## src/jump_arith_regs.vh

```
// constants for the jump and arithmetic datapath
`ifndef JUMP_ARITH_REGS_VH
`define JUMP_ARITH_REGS_VH
// ==========================================
// operation codes
`define OP_ADD_CARRY_ONLY  4'h0
`define OP_SUM_OPERANDS    4'h1
`define OP_SUM_WITH_CARRY  4'h2
`define OP_MASK_INTERSECT  4'h3
`define OP_TEST_MASK       4'h4
`define OP_CLEAR_MASKED    4'h5
`define OP_SET_MASKED      4'h6
`define OP_JUMP            4'h7
// ==========================================
// jump condition field encodings
`define COND_NONZERO       3'h0
`define COND_ZERO          3'h1
`define COND_NO_CARRY      3'h2
`define COND_CARRY         3'h3
`define COND_NEGATIVE      3'h4
`define COND_SIGNED_GE     3'h5
`define COND_SIGNED_LT     3'h6
`define COND_ALWAYS        3'h7
// ==========================================
// status register bit positions
`define SR_CARRY_BIT       0
`define SR_ZERO_BIT        1
`define SR_NEG_BIT         2
`define SR_GIE_BIT         3
`define SR_HALT_BIT        4
`define SR_OSCILLATOR_OFF_BIT_BIT      5
`define SR_OVF_BIT         8
// ==========================================
// reset values and jump arithmetic
`define STATUS_RESET       16'h0000
`define RESULT_RESET       16'h0000
`define PC_RESET           16'h0000
`define PC_STEP            16'h0002
`define JUMP_OFFSET_BITS   10
`endif

```

## src/jump_cond_eval.v

```verilog
// jump condition evaluation from the status flags
`timescale 1ns/1ns
`default_nettype none
`include "jump_arith_regs.vh"
module jump_cond_eval (
    // condition field
    input  wire [2:0] cond,
    // current flags
    input  wire       flagN,
    input  wire       flagZ,
    input  wire       flagC,
    input  wire       flagV,
    // decision
    output reg        taken
);
    // ==========================================
    // fixed condition mapping
    always @* begin // [RULE_19]
        case (cond)
            `COND_ZERO:      taken = flagZ;            // [RULE_02]
            `COND_NONZERO:   taken = ~flagZ;           // [RULE_02]
            `COND_CARRY:     taken = flagC;            // [RULE_02]
            `COND_NO_CARRY:  taken = ~flagC;           // [RULE_02]
            `COND_NEGATIVE:  taken = flagN;            // [RULE_02]
            `COND_SIGNED_GE: taken = ~(flagN ^ flagV); // [RULE_03]
            `COND_SIGNED_LT: taken = flagN ^ flagV;    // [RULE_03]
            default:         taken = 1'b1;             // [RULE_04]
        endcase
    end
endmodule // jump_cond_eval
`default_nettype wire

```

## src/byte_word_adder.v

```verilog
// adder with byte/word carry and overflow extraction
`timescale 1ns/1ns
`default_nettype none
module byte_word_adder (
    // operands
    input  wire [15:0] opA,
    input  wire [15:0] opB,
    input  wire        carryIn,
    input  wire        byteMode,
    // results
    output wire [15:0] sum,
    output wire        carryOut,
    output wire        overflow
);
    wire [16:0] wordSum;
    wire [8:0]  byteSum;
    // ==========================================
    // both widths, selected by mode
    assign wordSum  = {1'b0, opA} + {1'b0, opB} + {16'h0000, carryIn};
    assign byteSum  = {1'b0, opA[7:0]} + {1'b0, opB[7:0]}
                    + {8'h00, carryIn};
    assign sum      = byteMode ? {8'h00, byteSum[7:0]} : wordSum[15:0]; // [RULE_18]
    assign carryOut = byteMode ? byteSum[8] : wordSum[16];
    assign overflow = byteMode
        ? (opA[7] == opB[7]) && (byteSum[7] != opA[7])
        : (opA[15] == opB[15]) && (wordSum[15] != opA[15]); // [RULE_10]
endmodule // byte_word_adder
`default_nettype wire

```

## src/jump_arith_logic.v

```verilog
// jump target and add/logic execution datapath
// How it works
// RULE_01 - target is old pc plus 2 plus 2*offset
// RULE_02 - zero, nonzero, carry, nocarry, negative jump tests
// RULE_03 - signed ge/lt jump on N xor V
// RULE_04 - unconditional jump always taken
// RULE_05 - jumps never change status flags
// RULE_06 - add carry only, carry on wrap
// RULE_07 - add source to destination, carry out
// RULE_08 - add with incoming carry, carry out
// RULE_09 - adds set N and Z from result
// RULE_10 - adds set V on signed overflow
// RULE_11 - and writes source and destination
// RULE_12 - and forms: N=msb, Z, C=!Z, V=0
// RULE_13 - test form updates flags, writes nothing
// RULE_14 - clear masked bits, flags unchanged
// RULE_15 - set masked bits, flags unchanged
// RULE_16 - mode bits never altered here
// RULE_17 - byte select 0 word, 1 byte
// RULE_18 - byte form uses low eight bits
// RULE_19 - one fixed condition field mapping
`timescale 1ns/1ns
`default_nettype none
`include "jump_arith_regs.vh"
module jump_arith_logic (
    // clock and reset
    input  wire        core_clk,
    input  wire        rst,
    // decoded instruction
    input  wire        opValid,
    input  wire [3:0]  opCode,
    input  wire        byteSel,
    input  wire [2:0]  jumpCond,
    input  wire [9:0]  jumpOffset,
    // operands and state
    input  wire [15:0] srcVal,
    input  wire [15:0] dstVal,
    input  wire [15:0] statusIn,
    input  wire [15:0] pcIn,
    // results
    output reg  [15:0] result_q,
    output reg         resultWrite_q,
    output reg  [15:0] statusOut_q,
    output reg  [15:0] pcNext_q,
    output reg         jumpTaken_q,
    output reg         done_q
);
    wire        inN = statusIn[`SR_NEG_BIT];
    wire        inZ = statusIn[`SR_ZERO_BIT];
    wire        inC = statusIn[`SR_CARRY_BIT];
    wire        inV = statusIn[`SR_OVF_BIT];
    wire        taken;
    wire        jumpGo;
    wire [15:0] addSum;
    wire        addCarry;
    wire        addOvf;

    // datapath combinational values
    reg  [15:0] addB;
    reg         addCin;
    reg  [15:0] result_d;
    reg         resultWrite_d;
    reg  [15:0] status_d;
    reg  [15:0] pc_d;

    // next flag values
    reg         nextN;
    reg         nextZ;
    reg         nextC;
    reg         nextV;

    // operation decode
    wire        isAddCarry;
    wire        isSum;
    wire        isSumCarry;
    wire        isAnd;
    wire        isTest;
    wire        isClear;
    wire        isSet;
    wire        isJump;
    wire        isAddForm;
    wire        isAndForm;
    wire        isBitForm;

    // operand views
    wire [15:0] byteMask;
    wire [15:0] srcM;
    wire [15:0] dstM;
    wire [15:0] offExt;

    // add family
    wire        addMsb;
    wire        addZeroByte;
    wire        addZeroWord;
    wire        addZero;

    // logic family
    wire [15:0] andRes;
    wire [15:0] clrRes;
    wire [15:0] setRes;
    wire        andMsb;
    wire        andZeroByte;
    wire        andZeroWord;
    wire        andZero;

    // jump target
    wire [15:0] pcSeq;
    wire [15:0] pcJump;

    // ==========================================
    // operation decode
    assign isAddCarry = (opCode == `OP_ADD_CARRY_ONLY);
    assign isSum      = (opCode == `OP_SUM_OPERANDS);
    assign isSumCarry = (opCode == `OP_SUM_WITH_CARRY);
    assign isAnd      = (opCode == `OP_MASK_INTERSECT);
    assign isTest     = (opCode == `OP_TEST_MASK);
    assign isClear    = (opCode == `OP_CLEAR_MASKED);
    assign isSet      = (opCode == `OP_SET_MASKED);
    assign isJump     = (opCode == `OP_JUMP);

    // operation families
    assign isAddForm  = isAddCarry | isSum | isSumCarry;
    assign isAndForm  = isAnd | isTest;
    assign isBitForm  = isClear | isSet;

    // ==========================================
    // operand views
    assign byteMask = byteSel ? 16'h00ff : 16'hffff; // [RULE_17]
    assign srcM     = srcVal & byteMask; // [RULE_18]
    assign dstM     = dstVal & byteMask; // [RULE_18]
    assign offExt   = {{5{jumpOffset[`JUMP_OFFSET_BITS-1]}},
                       jumpOffset, 1'b0}; // [RULE_01]

    // ==========================================
    // condition and adder
    jump_cond_eval condUnit (
        .cond  (jumpCond),
        .flagN (inN),
        .flagZ (inZ),
        .flagC (inC),
        .flagV (inV),
        .taken (taken)
    );
    assign jumpGo = isJump & taken;

    always @* begin
        addB   = srcM;
        addCin = 1'b0;
        case (opCode)
            `OP_ADD_CARRY_ONLY: begin
                addB   = 16'h0000;
                addCin = inC; // [RULE_06]
            end
            `OP_SUM_WITH_CARRY: addCin = inC; // [RULE_08]
            default:            addCin = 1'b0; // [RULE_07]
        endcase
    end

    byte_word_adder adder (
        .opA      (dstM),
        .opB      (addB),
        .carryIn  (addCin),
        .byteMode (byteSel),
        .sum      (addSum),
        .carryOut (addCarry),
        .overflow (addOvf)
    );

    // ==========================================
    // add family flags
    assign addMsb      = byteSel ? addSum[7] : addSum[15]; // [RULE_18]
    assign addZeroByte = (addSum[7:0] == 8'h00);
    assign addZeroWord = (addSum == 16'h0000);
    assign addZero     = byteSel ? addZeroByte : addZeroWord; // [RULE_09]

    // ==========================================
    // logic family values and flags
    assign andRes      = srcM & dstM; // [RULE_11]
    assign clrRes      = ~srcM & dstM; // [RULE_14]
    assign setRes      = srcM | dstM; // [RULE_15]
    assign andMsb      = byteSel ? andRes[7] : andRes[15]; // [RULE_18]
    assign andZeroByte = (andRes[7:0] == 8'h00);
    assign andZeroWord = (andRes == 16'h0000);
    assign andZero     = byteSel ? andZeroByte : andZeroWord; // [RULE_12]

    // ==========================================
    // jump target
    assign pcSeq  = pcIn + `PC_STEP;
    assign pcJump = pcSeq + offExt; // [RULE_01]

    // ==========================================
    // destination value
    always @* begin
        result_d      = dstVal;
        resultWrite_d = 1'b0;
        if (isAddForm) begin
            result_d      = addSum; // [RULE_06] [RULE_07] [RULE_08]
            resultWrite_d = 1'b1;
        end else if (isAnd) begin
            result_d      = andRes; // [RULE_11]
            resultWrite_d = 1'b1;
        end else if (isTest) begin
            result_d      = andRes;
            resultWrite_d = 1'b0; // [RULE_13]
        end else if (isClear) begin
            result_d      = clrRes; // [RULE_14]
            resultWrite_d = 1'b1;
        end else if (isSet) begin
            result_d      = setRes; // [RULE_15]
            resultWrite_d = isBitForm;
        end
    end

    // ==========================================
    // negative flag
    always @* begin
        nextN = inN; // [RULE_05] [RULE_14] [RULE_15]
        if (isAddForm) begin
            nextN = addMsb; // [RULE_09]
        end else if (isAndForm) begin
            nextN = andMsb; // [RULE_12]
        end
    end

    // ==========================================
    // zero flag
    always @* begin
        nextZ = inZ; // [RULE_05]
        if (isAddForm) begin
            nextZ = addZero; // [RULE_09]
        end else if (isAndForm) begin
            nextZ = andZero; // [RULE_12]
        end
    end

    // ==========================================
    // carry flag
    always @* begin
        nextC = inC; // [RULE_05]
        if (isAddForm) begin
            nextC = addCarry; // [RULE_06] [RULE_07] [RULE_08]
        end else if (isAndForm) begin
            nextC = ~andZero; // [RULE_12]
        end
    end

    // ==========================================
    // overflow flag
    always @* begin
        nextV = inV; // [RULE_05]
        if (isAddForm) begin
            nextV = addOvf; // [RULE_10]
        end else if (isAndForm) begin
            nextV = 1'b0; // [RULE_12]
        end
    end

    // ==========================================
    // next status, mode bits copied through
    always @* begin
        status_d = statusIn; // [RULE_16]
        status_d[`SR_NEG_BIT]   = nextN;
        status_d[`SR_ZERO_BIT]  = nextZ;
        status_d[`SR_CARRY_BIT] = nextC;
        status_d[`SR_OVF_BIT]   = nextV;
    end

    // ==========================================
    // next program counter
    always @* begin
        pc_d = pcSeq;
        if (jumpGo) begin
            pc_d = pcJump; // [RULE_01]
        end
    end

    // ==========================================
    // output registers
    // one-cycle pulses
    always @(posedge core_clk) begin
        if (rst) begin
            resultWrite_q <= 1'b0;
            jumpTaken_q   <= 1'b0;
            done_q        <= 1'b0;
        end else begin
            done_q        <= opValid;
            resultWrite_q <= opValid & resultWrite_d;
            jumpTaken_q   <= opValid & jumpGo;
        end
    end

    // values held until the next operation
    always @(posedge core_clk) begin
        if (rst) begin
            result_q    <= `RESULT_RESET;
            statusOut_q <= `STATUS_RESET;
            pcNext_q    <= `PC_RESET;
        end else if (opValid) begin
            result_q    <= result_d;
            statusOut_q <= status_d; // [RULE_05]
            pcNext_q    <= pc_d;
        end
    end
endmodule // jump_arith_logic
`default_nettype wire

```

## config.mk

```make
export PLATFORM = sky130hd
export DESIGN_NAME = jump_arith_logic
export DESIGN_NICKNAME = d
export VERILOG_FILES = /design/src/jump_cond_eval.v /design/src/byte_word_adder.v /design/src/jump_arith_logic.v
export VERILOG_INCLUDE_DIRS = /design/src
export SDC_FILE = /design/constraint.sdc
export NUM_CORES = 1
export LEC_CHECK = 0
export BUFFER_PORTS_ARGS = -buffer_cell sky130_fd_sc_hd__buf_2
export CORE_ASPECT_RATIO = 1.75
export CORE_MARGIN = 2
export CORE_UTILIZATION = 50
export DETAILED_ROUTE_END_ITERATION = 16
export PLACE_DENSITY = 0.84
export SLEW_MARGIN = 20
export SYNTH_ARGS = -nofsm -noshare
export SYNTH_HDL_FRONTEND = slang
export SYNTH_SLANG_ARGS = --single-unit
```

## constraint.sdc

```tcl
create_clock -name core_clk -period 5.7 [get_ports core_clk]
set_input_delay 1.14 -clock core_clk [delete_from_list [all_inputs] [get_ports core_clk]]
set_output_delay 1.14 -clock core_clk [all_outputs]
set_load 0.02 [all_outputs]
```

==> out/metrics.csv, run 1 <==
stage,metric,value,unit
outcome,run status,"complete, no violations",
critical_path,Crit path largest cell delay,0.44,ns
placement,half-perimeter wire length after placement,11.78,mm
sta,Fin. Hold Viols,0,
sta,highest clock rate,0.2073,GHz
global_routing,vias in the first global route,5311,
yosys,Synth Cell Area,0.004792,mm2
placement,routability cong.,1.061,
yosys,Synth top cells by count,"70 x nor2_1, 51 x dfxtp_1, 45 x a21oi_1",
critical_path,FF-to-FF End,statusOut_q[1]$_SDFFE_PP0P_,
global_routing,largest net degree at the start of global routing,50,
yosys,Syn Area/Cell,7.680,um2
hold_path,hold path start,result_q[4]$_SDFFE_PP0P_,
critical_path,"most used cell, CP",fa_1,
global_routing,GRT Total Usage,28.86,%
yosys,Synth area leaders,"dfxtp_1 21%, ha_1 7.8%, nor2_1 5.5%, mux2i_1 5.0%, a21oi_1 4.7%",
global_routing,met1 usage,29.18,%
routing,post-route ant nets,0,
critical_path,Reg2Reg Setup Slack,4.15,ns
yosys,register bit count reported by yosys,51,
die,Die Wd,78.01,um
yosys,Synth cell types,65,
routing,drt initial violations,390,
critical_path,CP Capture Type,register,
critical_path,Critical path destination,statusOut_q[1]$_SDFFE_PP0P_,
sta,unrepaired setup endpoints after global routing,no,
critical_path,crit-path max FO,20,
sta,Final setup viols,0,
critical_path,Critical Path Start,opCode[2],
finish,register area,0.001021,mm2
clock_network,CTS sink count,51,
die,Row Count,47,
critical_path,crit path DAT,5.02,ns
die,total core area,0.009409,mm2
yosys,Synth Net Count,742,
finish,ANT cells,0,
clock_network,# H-tree levels,2,
global_routing,initial antenna violation count,0,
routing,drt wl/cell,17.83,um
finish,multi-input logic area,0.003572,mm2
die,Die Footprint,0.01041,mm2
job,Max Cap Violations,0,
critical_path,Setup CP Type,in2reg,
sta,setup_tns,0,ns
global_routing,met2 Resource Use GR,53.83,%
yosys,Post-synth top flop,dfxtp_1,
sta,min cycle time layout,4.824,ns
yosys,yosys warns,0,
routing,drt drc,0,
critical_path,worst path required time,5.90,ns
clock_network,clk buf depth,2,
yosys,post-synthesis sequential area ratio,21.31,%
routing,vias,5412,
critical_path,Worst R2R Path Depth,5,
clock_network,clk slew on worst S/H paths,0.08,ns
sta,hold_ws,0.4718,ns
die,starting density of the core,50.93,%
yosys,Synth async-reset ratio,0,%
finish,Area Overhead vs Synth,18.93,%
finish,ratio of cells with drive above 1 in the final layout,22.36,%
sta,"Worst Setup Slack, final",0.8764,ns
sta,Final Skew,0,ns
hold_path,Hold Path Class,reg2reg,
critical_path,cells along the critical path,buf_2 > or2_2 > nor3_1 > buf_4 > nand2b_1 > fa_1 > fa_1 > nor2b_1 > o2111ai_1 > and3_1 > o31ai_1 > mux2_2 > o21bai_1 > or4_1 > o41ai_2,
placement,Buffers on Ports,135,
yosys,area share of the largest cell type after synthesis,21.31,%
clock_network,# Post-CTS Setup Buffers,0,
die,Top Ports,136,
finish,post-layout net count,855,
routing,vias per cell,6.293,
power_and_ir_drop,"IR drop worst, VDD",0.0001311,V
global_routing,met3 usage,3.523,%
critical_path,Setup crit start kind,input port,
global_routing,grt peak-use layer,met2,
sta,fin crit share,84.62,%
clock_network,clock root buffer,clkbuf_16,
clock_network,TritonCTS clock tree,yes,
sta,slew at the pin closest to its max-slew limit,0.9785,ns
yosys,most common cell in the netlist,nor2_1,
routing,drt pass-1 iters,6,
routing,DRT Wirelength,15.34,mm
die,die height,133.5,um
global_routing,first-pass GRT wire length,24.54,mm
sta,slew margin rel.,34.77,%
power_and_ir_drop,static leakage,2.627,nW
critical_path,"Max stage delay cell, worst path",fa_1,
critical_path,FF-to-FF Start,statusOut_q[1]$_SDFFE_PP0P_,
clock_network,cts hold-fix bufs,0,
finish,# fillers,857,
global_routing,total gr overflow,0,
power_and_ir_drop,power density over the cells,210.6,mW/mm2
yosys,synthesized netlist cell count,624,
yosys,Post-synth EDFFs,0,
clock_network,CTS buffer count,5,
sta,Slew Limit Fails,0,
clock_network,post-cts resize count,0,
clock_network,Worst-Skew Late Latency,0.29,ns
yosys,dominant cell type by area after synthesis,dfxtp_1,
placement,Place WS,0.6316,ns
==> layout by cell type (no fill, tap or decap), types with 9 or more instances in the layout <==
cell type | synthesis | routed
nor2b_1 | 19 | 19
o211ai_1 | 9 | 9
o22ai_1 | 12 | 12
o21ai_0 | 32 | 32
ha_1 | 30 | 30
nand3_1 | 16 | 16
a21oi_1 | 45 | 45
nor3_1 | 11 | 11
a22oi_1 | 12 | 12
and2_1 | 11 | 11
dfxtp_1 | 51 | 51
xor2_1 | 15 | 15
inv_1 | 20 | 20
nand2_1 | 32 | 32
buf_2 | 0 | 135
nand2b_1 | 19 | 19
xnor2_1 | 23 | 23
o21a_1 | 12 | 12
a211oi_1 | 20 | 20
a21o_1 | 12 | 12
nor2_1 | 70 | 70
mux2i_1 | 24 | 24
==> cell type report <==
cell class	count	area share [%]
Tap cell	122	2.678
Clock buffer	5	2.195
Inverter	20	1.317
Timing Repair Buffer	139	12.38
Sequential cell	51	17.91
Multi-Input combinational cell	520	62.68
Clock inverter	3	0.8342
==> logic make-up after synthesis <==
family,synth area share [%]
flops,21.31
simple gates,22.11
fa+ha+maj,9.086
xor+xnor,7.285
buf+inv,4.151
compound gates,29.87
mux,6.188
==> metal layers <==
metal / wire length (um) / vias to the layer above
met5: 0 / -
met4: 886 / 0
met3: 917 / 70
met2: 8150 / 287
met1: 5381 / 2518
li1: - / 2537
==> critical path, delay by kind of cell <==
kind | cells | cell delay, ns
simple gates | 6 | 1.32
mux | 1 | 0.38
fa+ha+maj | 2 | 0.85
buf+inv | 2 | 0.47
compound gates | 4 | 0.85
==> through the flow <==
stage	instance area, um2	utilization [%]	power [W]	instances
final	5699	60.57	0.001200	860
after global routing	5699	60.57	0.001259	860
after CTS	5699	60.57	0.001199	860
after detailed placement	5527	58.74	0.0008382	852
after global placement	5527	58.74	0.0008218	852
after floorplan	4792	-	0.0007003	624
==> flip-flops by register name (all words and copies together) (netlist names) <==
register,flops
done_q,1
jumpTaken_q,1
pcNext_q,16
resultWrite_q,1
result_q,16
statusOut_q,16
==> how the worst min path moves through the flow <==
| stage | end | slack, ns | cells after the start |
|---|---|---|---|
| 5_1_grt | result_q[5]$_SDFFE_PP0P_ | 0.50 | 2 |
| 6_report | result_q[4]$_SDFFE_PP0P_ | 0.47 | 2 |
| 3_3_place_gp | result_q[4]$_SDFFE_PP0P_ | 0.46 | 2 |
| 3_5_place_dp | result_q[4]$_SDFFE_PP0P_ | 0.46 | 2 |
| 4_1_cts | result_q[4]$_SDFFE_PP0P_ | 0.48 | 2 |
| 2_1_floorplan | result_q[4]$_SDFFE_PP0P_ | 0.54 | 2 |
==> power by group <==
| group | total (W) | internal, W | switching, W | leakage (nW) |
|---|---|---|---|---|
| combinational | 0.000447 | 0.000179 | 0.000268 | 2.12 |
| sequential | 0.000394 | 0.000381 | 0.0000128 | 0.422 |
| clock | 0.000359 | 0.000210 | 0.000149 | 0.0844 |
| total | 0.00120 | 0.000770 | 0.000430 | 2.63 |
(Power assumes the default switching activity.)
==> inputs of run 2 (changes only) <==
==> constraint.sdc (replaced) <==
create_clock -name core_clk -period 5.1 [get_ports core_clk]
set_input_delay 1.02 -clock core_clk [delete_from_list [all_inputs] [get_ports core_clk]]
set_output_delay 1.02 -clock core_clk [all_outputs]
set_load 0.02 [all_outputs]
==> out/metrics.csv, run 2 (same netlist as run 1, synthesis figures left out) <==
stage,metric,value,unit
clock_network,CTS sink count,51,
routing,drt initial violations,487,
finish,Final Util,60.68,%
finish,Area Overhead vs Synth,19.14,%
global_routing,GRT Total Usage,29.52,%
die,Row Count,47,
sta,Final Skew,0,ns
sta,highest clock rate,0.2195,GHz
critical_path,Worst R2R Path Depth,5,
routing,vias,5410,
routing,post-route ant nets,0,
critical_path,crit-path max FO,20,
placement,Post-DP Area,0.005557,mm2
sta,setup_tns,0,ns
placement,Buffers on Ports,135,
clock_network,# Post-CTS Setup Buffers,0,
sta,min cycle time layout,4.556,ns
finish,final instance area,0.005709,mm2
die,total core area,0.009409,mm2
critical_path,Critical Path Start,opCode[0],
global_routing,vias in the first global route,5504,
critical_path,Setup CP Type,in2reg,
critical_path,CP Capture Type,register,
sta,Slew Limit Fails,0,
routing,drt pass-1 iters,6,
routing,drt drc,0,
global_routing,initial antenna violation count,0,
critical_path,crit path DAT,4.76,ns
sta,Final setup viols,0,
sta,Fin. Hold Viols,0,
outcome,run status,"complete, no violations",
critical_path,FF-to-FF End,statusOut_q[1]$_SDFFE_PP0P_,
critical_path,CP Buf/Inv Count,2,
clock_network,post-cts resize count,0,
critical_path,"CP delay by family, top",simple AND/OR/NAND/NOR gates,
critical_path,Critical path destination,statusOut_q[1]$_SDFFE_PP0P_,
finish,most frequent cells in the layout,"135 x buf_2, 70 x nor2_1, 51 x dfxtp_1",
critical_path,FF-to-FF Start,statusOut_q[1]$_SDFFE_PP0P_,
finish,biggest regs,"pcNext_q x16, result_q x16, statusOut_q x16",
die,Top Ports,136,
power_and_ir_drop,Design Power,0.001300,W
clock_network,cts hold-fix bufs,0,
die,Die Footprint,0.01041,mm2
clock_network,clock root buffer,clkbuf_16,
power_and_ir_drop,"IR drop worst, VDD",0.0001835,V
die,die height,133.5,um
critical_path,"Max stage delay cell, worst path",or4_1,
clock_network,TritonCTS clock tree,yes,
critical_path,Crit path largest cell delay,0.46,ns
sta,hold_ws,0.4760,ns
sta,fin crit share,89.33,%
routing,drt wl/cell,17.86,um
finish,multi-input logic area,0.003572,mm2
global_routing,total gr overflow,0,
finish,ANT cells,0,
job,Max Cap Violations,0,
critical_path,worst path required time,5.30,ns
sta,unrepaired setup endpoints after global routing,no,
routing,DRT Wirelength,15.43,mm
placement,half-perimeter wire length after placement,11.92,mm
hold_path,Hold Path Class,reg2reg,
finish,ratio of cells with drive above 1 in the final layout,22.78,%
finish,post-layout net count,859,
sta,slew at the pin closest to its max-slew limit,0.9676,ns
sta,slew margin rel.,35.49,%
clock_network,Worst-Skew Late Latency,0.30,ns
critical_path,Reg2Reg Setup Slack,3.61,ns
clock_network,# H-tree levels,2,
finish,"most common cell after layout, fill and taps aside",buf_2,
critical_path,cells along the critical path,buf_2 > nor3_1 > buf_4 > nand2b_1 > fa_1 > fa_1 > nor2b_1 > o2111ai_1 > and3_1 > o31ai_1 > mux2_2 > o21bai_1 > or4_1 > o41ai_2,
die,starting density of the core,50.93,%
clock_network,CTS buffer count,5,
finish,register area,0.001021,mm2
critical_path,Critical Path Stages,14,
power_and_ir_drop,power density over the cells,227.6,mW/mm2
critical_path,Setup crit start kind,input port,
finish,# fillers,857,
routing,vias per cell,6.262,
global_routing,first-pass GRT wire length,25.23,mm
clock_network,clk buf depth,2,
critical_path,"most used cell, CP",fa_1,
placement,routability cong.,1.058,
clock_network,clk slew on worst S/H paths,0.07,ns
power_and_ir_drop,static leakage,2.634,nW
die,Die Wd,78.01,um
global_routing,largest net degree at the start of global routing,50,
==> run 2: changes by cell type in the layout (fill, tap and decap cells not counted), sizes merged <==
cell / delta
buf: +4
bufinv: -1
clkinvlp: +1
==> run 2: worst min-delay path: stages (launching register included) <==
cell and delay, ns:
dfxtp_1 0.31, nor2_1 0.08, nor3_1 0.05
==> run 2: layout make-up <==
class / instances / area share (%)
Multi-Input combinational cell: 520 / 62.57
Sequential cell: 51 / 17.88
Timing Repair Buffer: 143 / 12.89
Tap cell: 122 / 2.674
Clock buffer: 5 / 2.192
Inverter: 20 / 1.315
Clock inverter: 3 / 0.4821
==> run 2: layer usage <==
| metal | track usage, % | part of all wire (%) |
|---|---|---|
| met1 | 30.93 | 36 |
| met2 | 53.02 | 52 |
| met3 | 4.539 | 6.1 |
| met4 | 20.18 | 6.3 |
| met5 | 0 | 0 |
==> run 2: worst min-delay path by stage <==
stage | startpoint | endpoint | slack (ns) | cells past startpoint
after floorplan | result_q[4]$_SDFFE_PP0P_ | result_q[4]$_SDFFE_PP0P_ | 0.54 | 2
after global placement | result_q[4]$_SDFFE_PP0P_ | result_q[4]$_SDFFE_PP0P_ | 0.46 | 2
after detailed placement | result_q[4]$_SDFFE_PP0P_ | result_q[4]$_SDFFE_PP0P_ | 0.46 | 2
after CTS | result_q[4]$_SDFFE_PP0P_ | result_q[4]$_SDFFE_PP0P_ | 0.48 | 2
after global routing | pcNext_q[15]$_SDFFE_PP0P_ | pcNext_q[15]$_SDFFE_PP0P_ | 0.51 | 2
final | statusOut_q[0]$_SDFFE_PP0P_ | statusOut_q[0]$_SDFFE_PP0P_ | 0.48 | 2
==> run 2: where the power goes <==
group | leakage (nW) | switching [W] | internal, W
clock | 0.0719 | 0.000168 | 0.000187
sequential | 0.422 | 0.0000138 | 0.000426
combinational | 2.14 | 0.000303 | 0.000203
total | 2.63 | 0.000484 | 0.000815
==> run 2: through the flow <==
step | instances | setup WS (ns)
finish | 864 | 0.5439
global route | 864 | 0.3934
CTS | 864 | 0.6465
detailed placement | 856 | 0.3449
global placement | 856 | 0.5352
floorplan | 624 | 0.7034
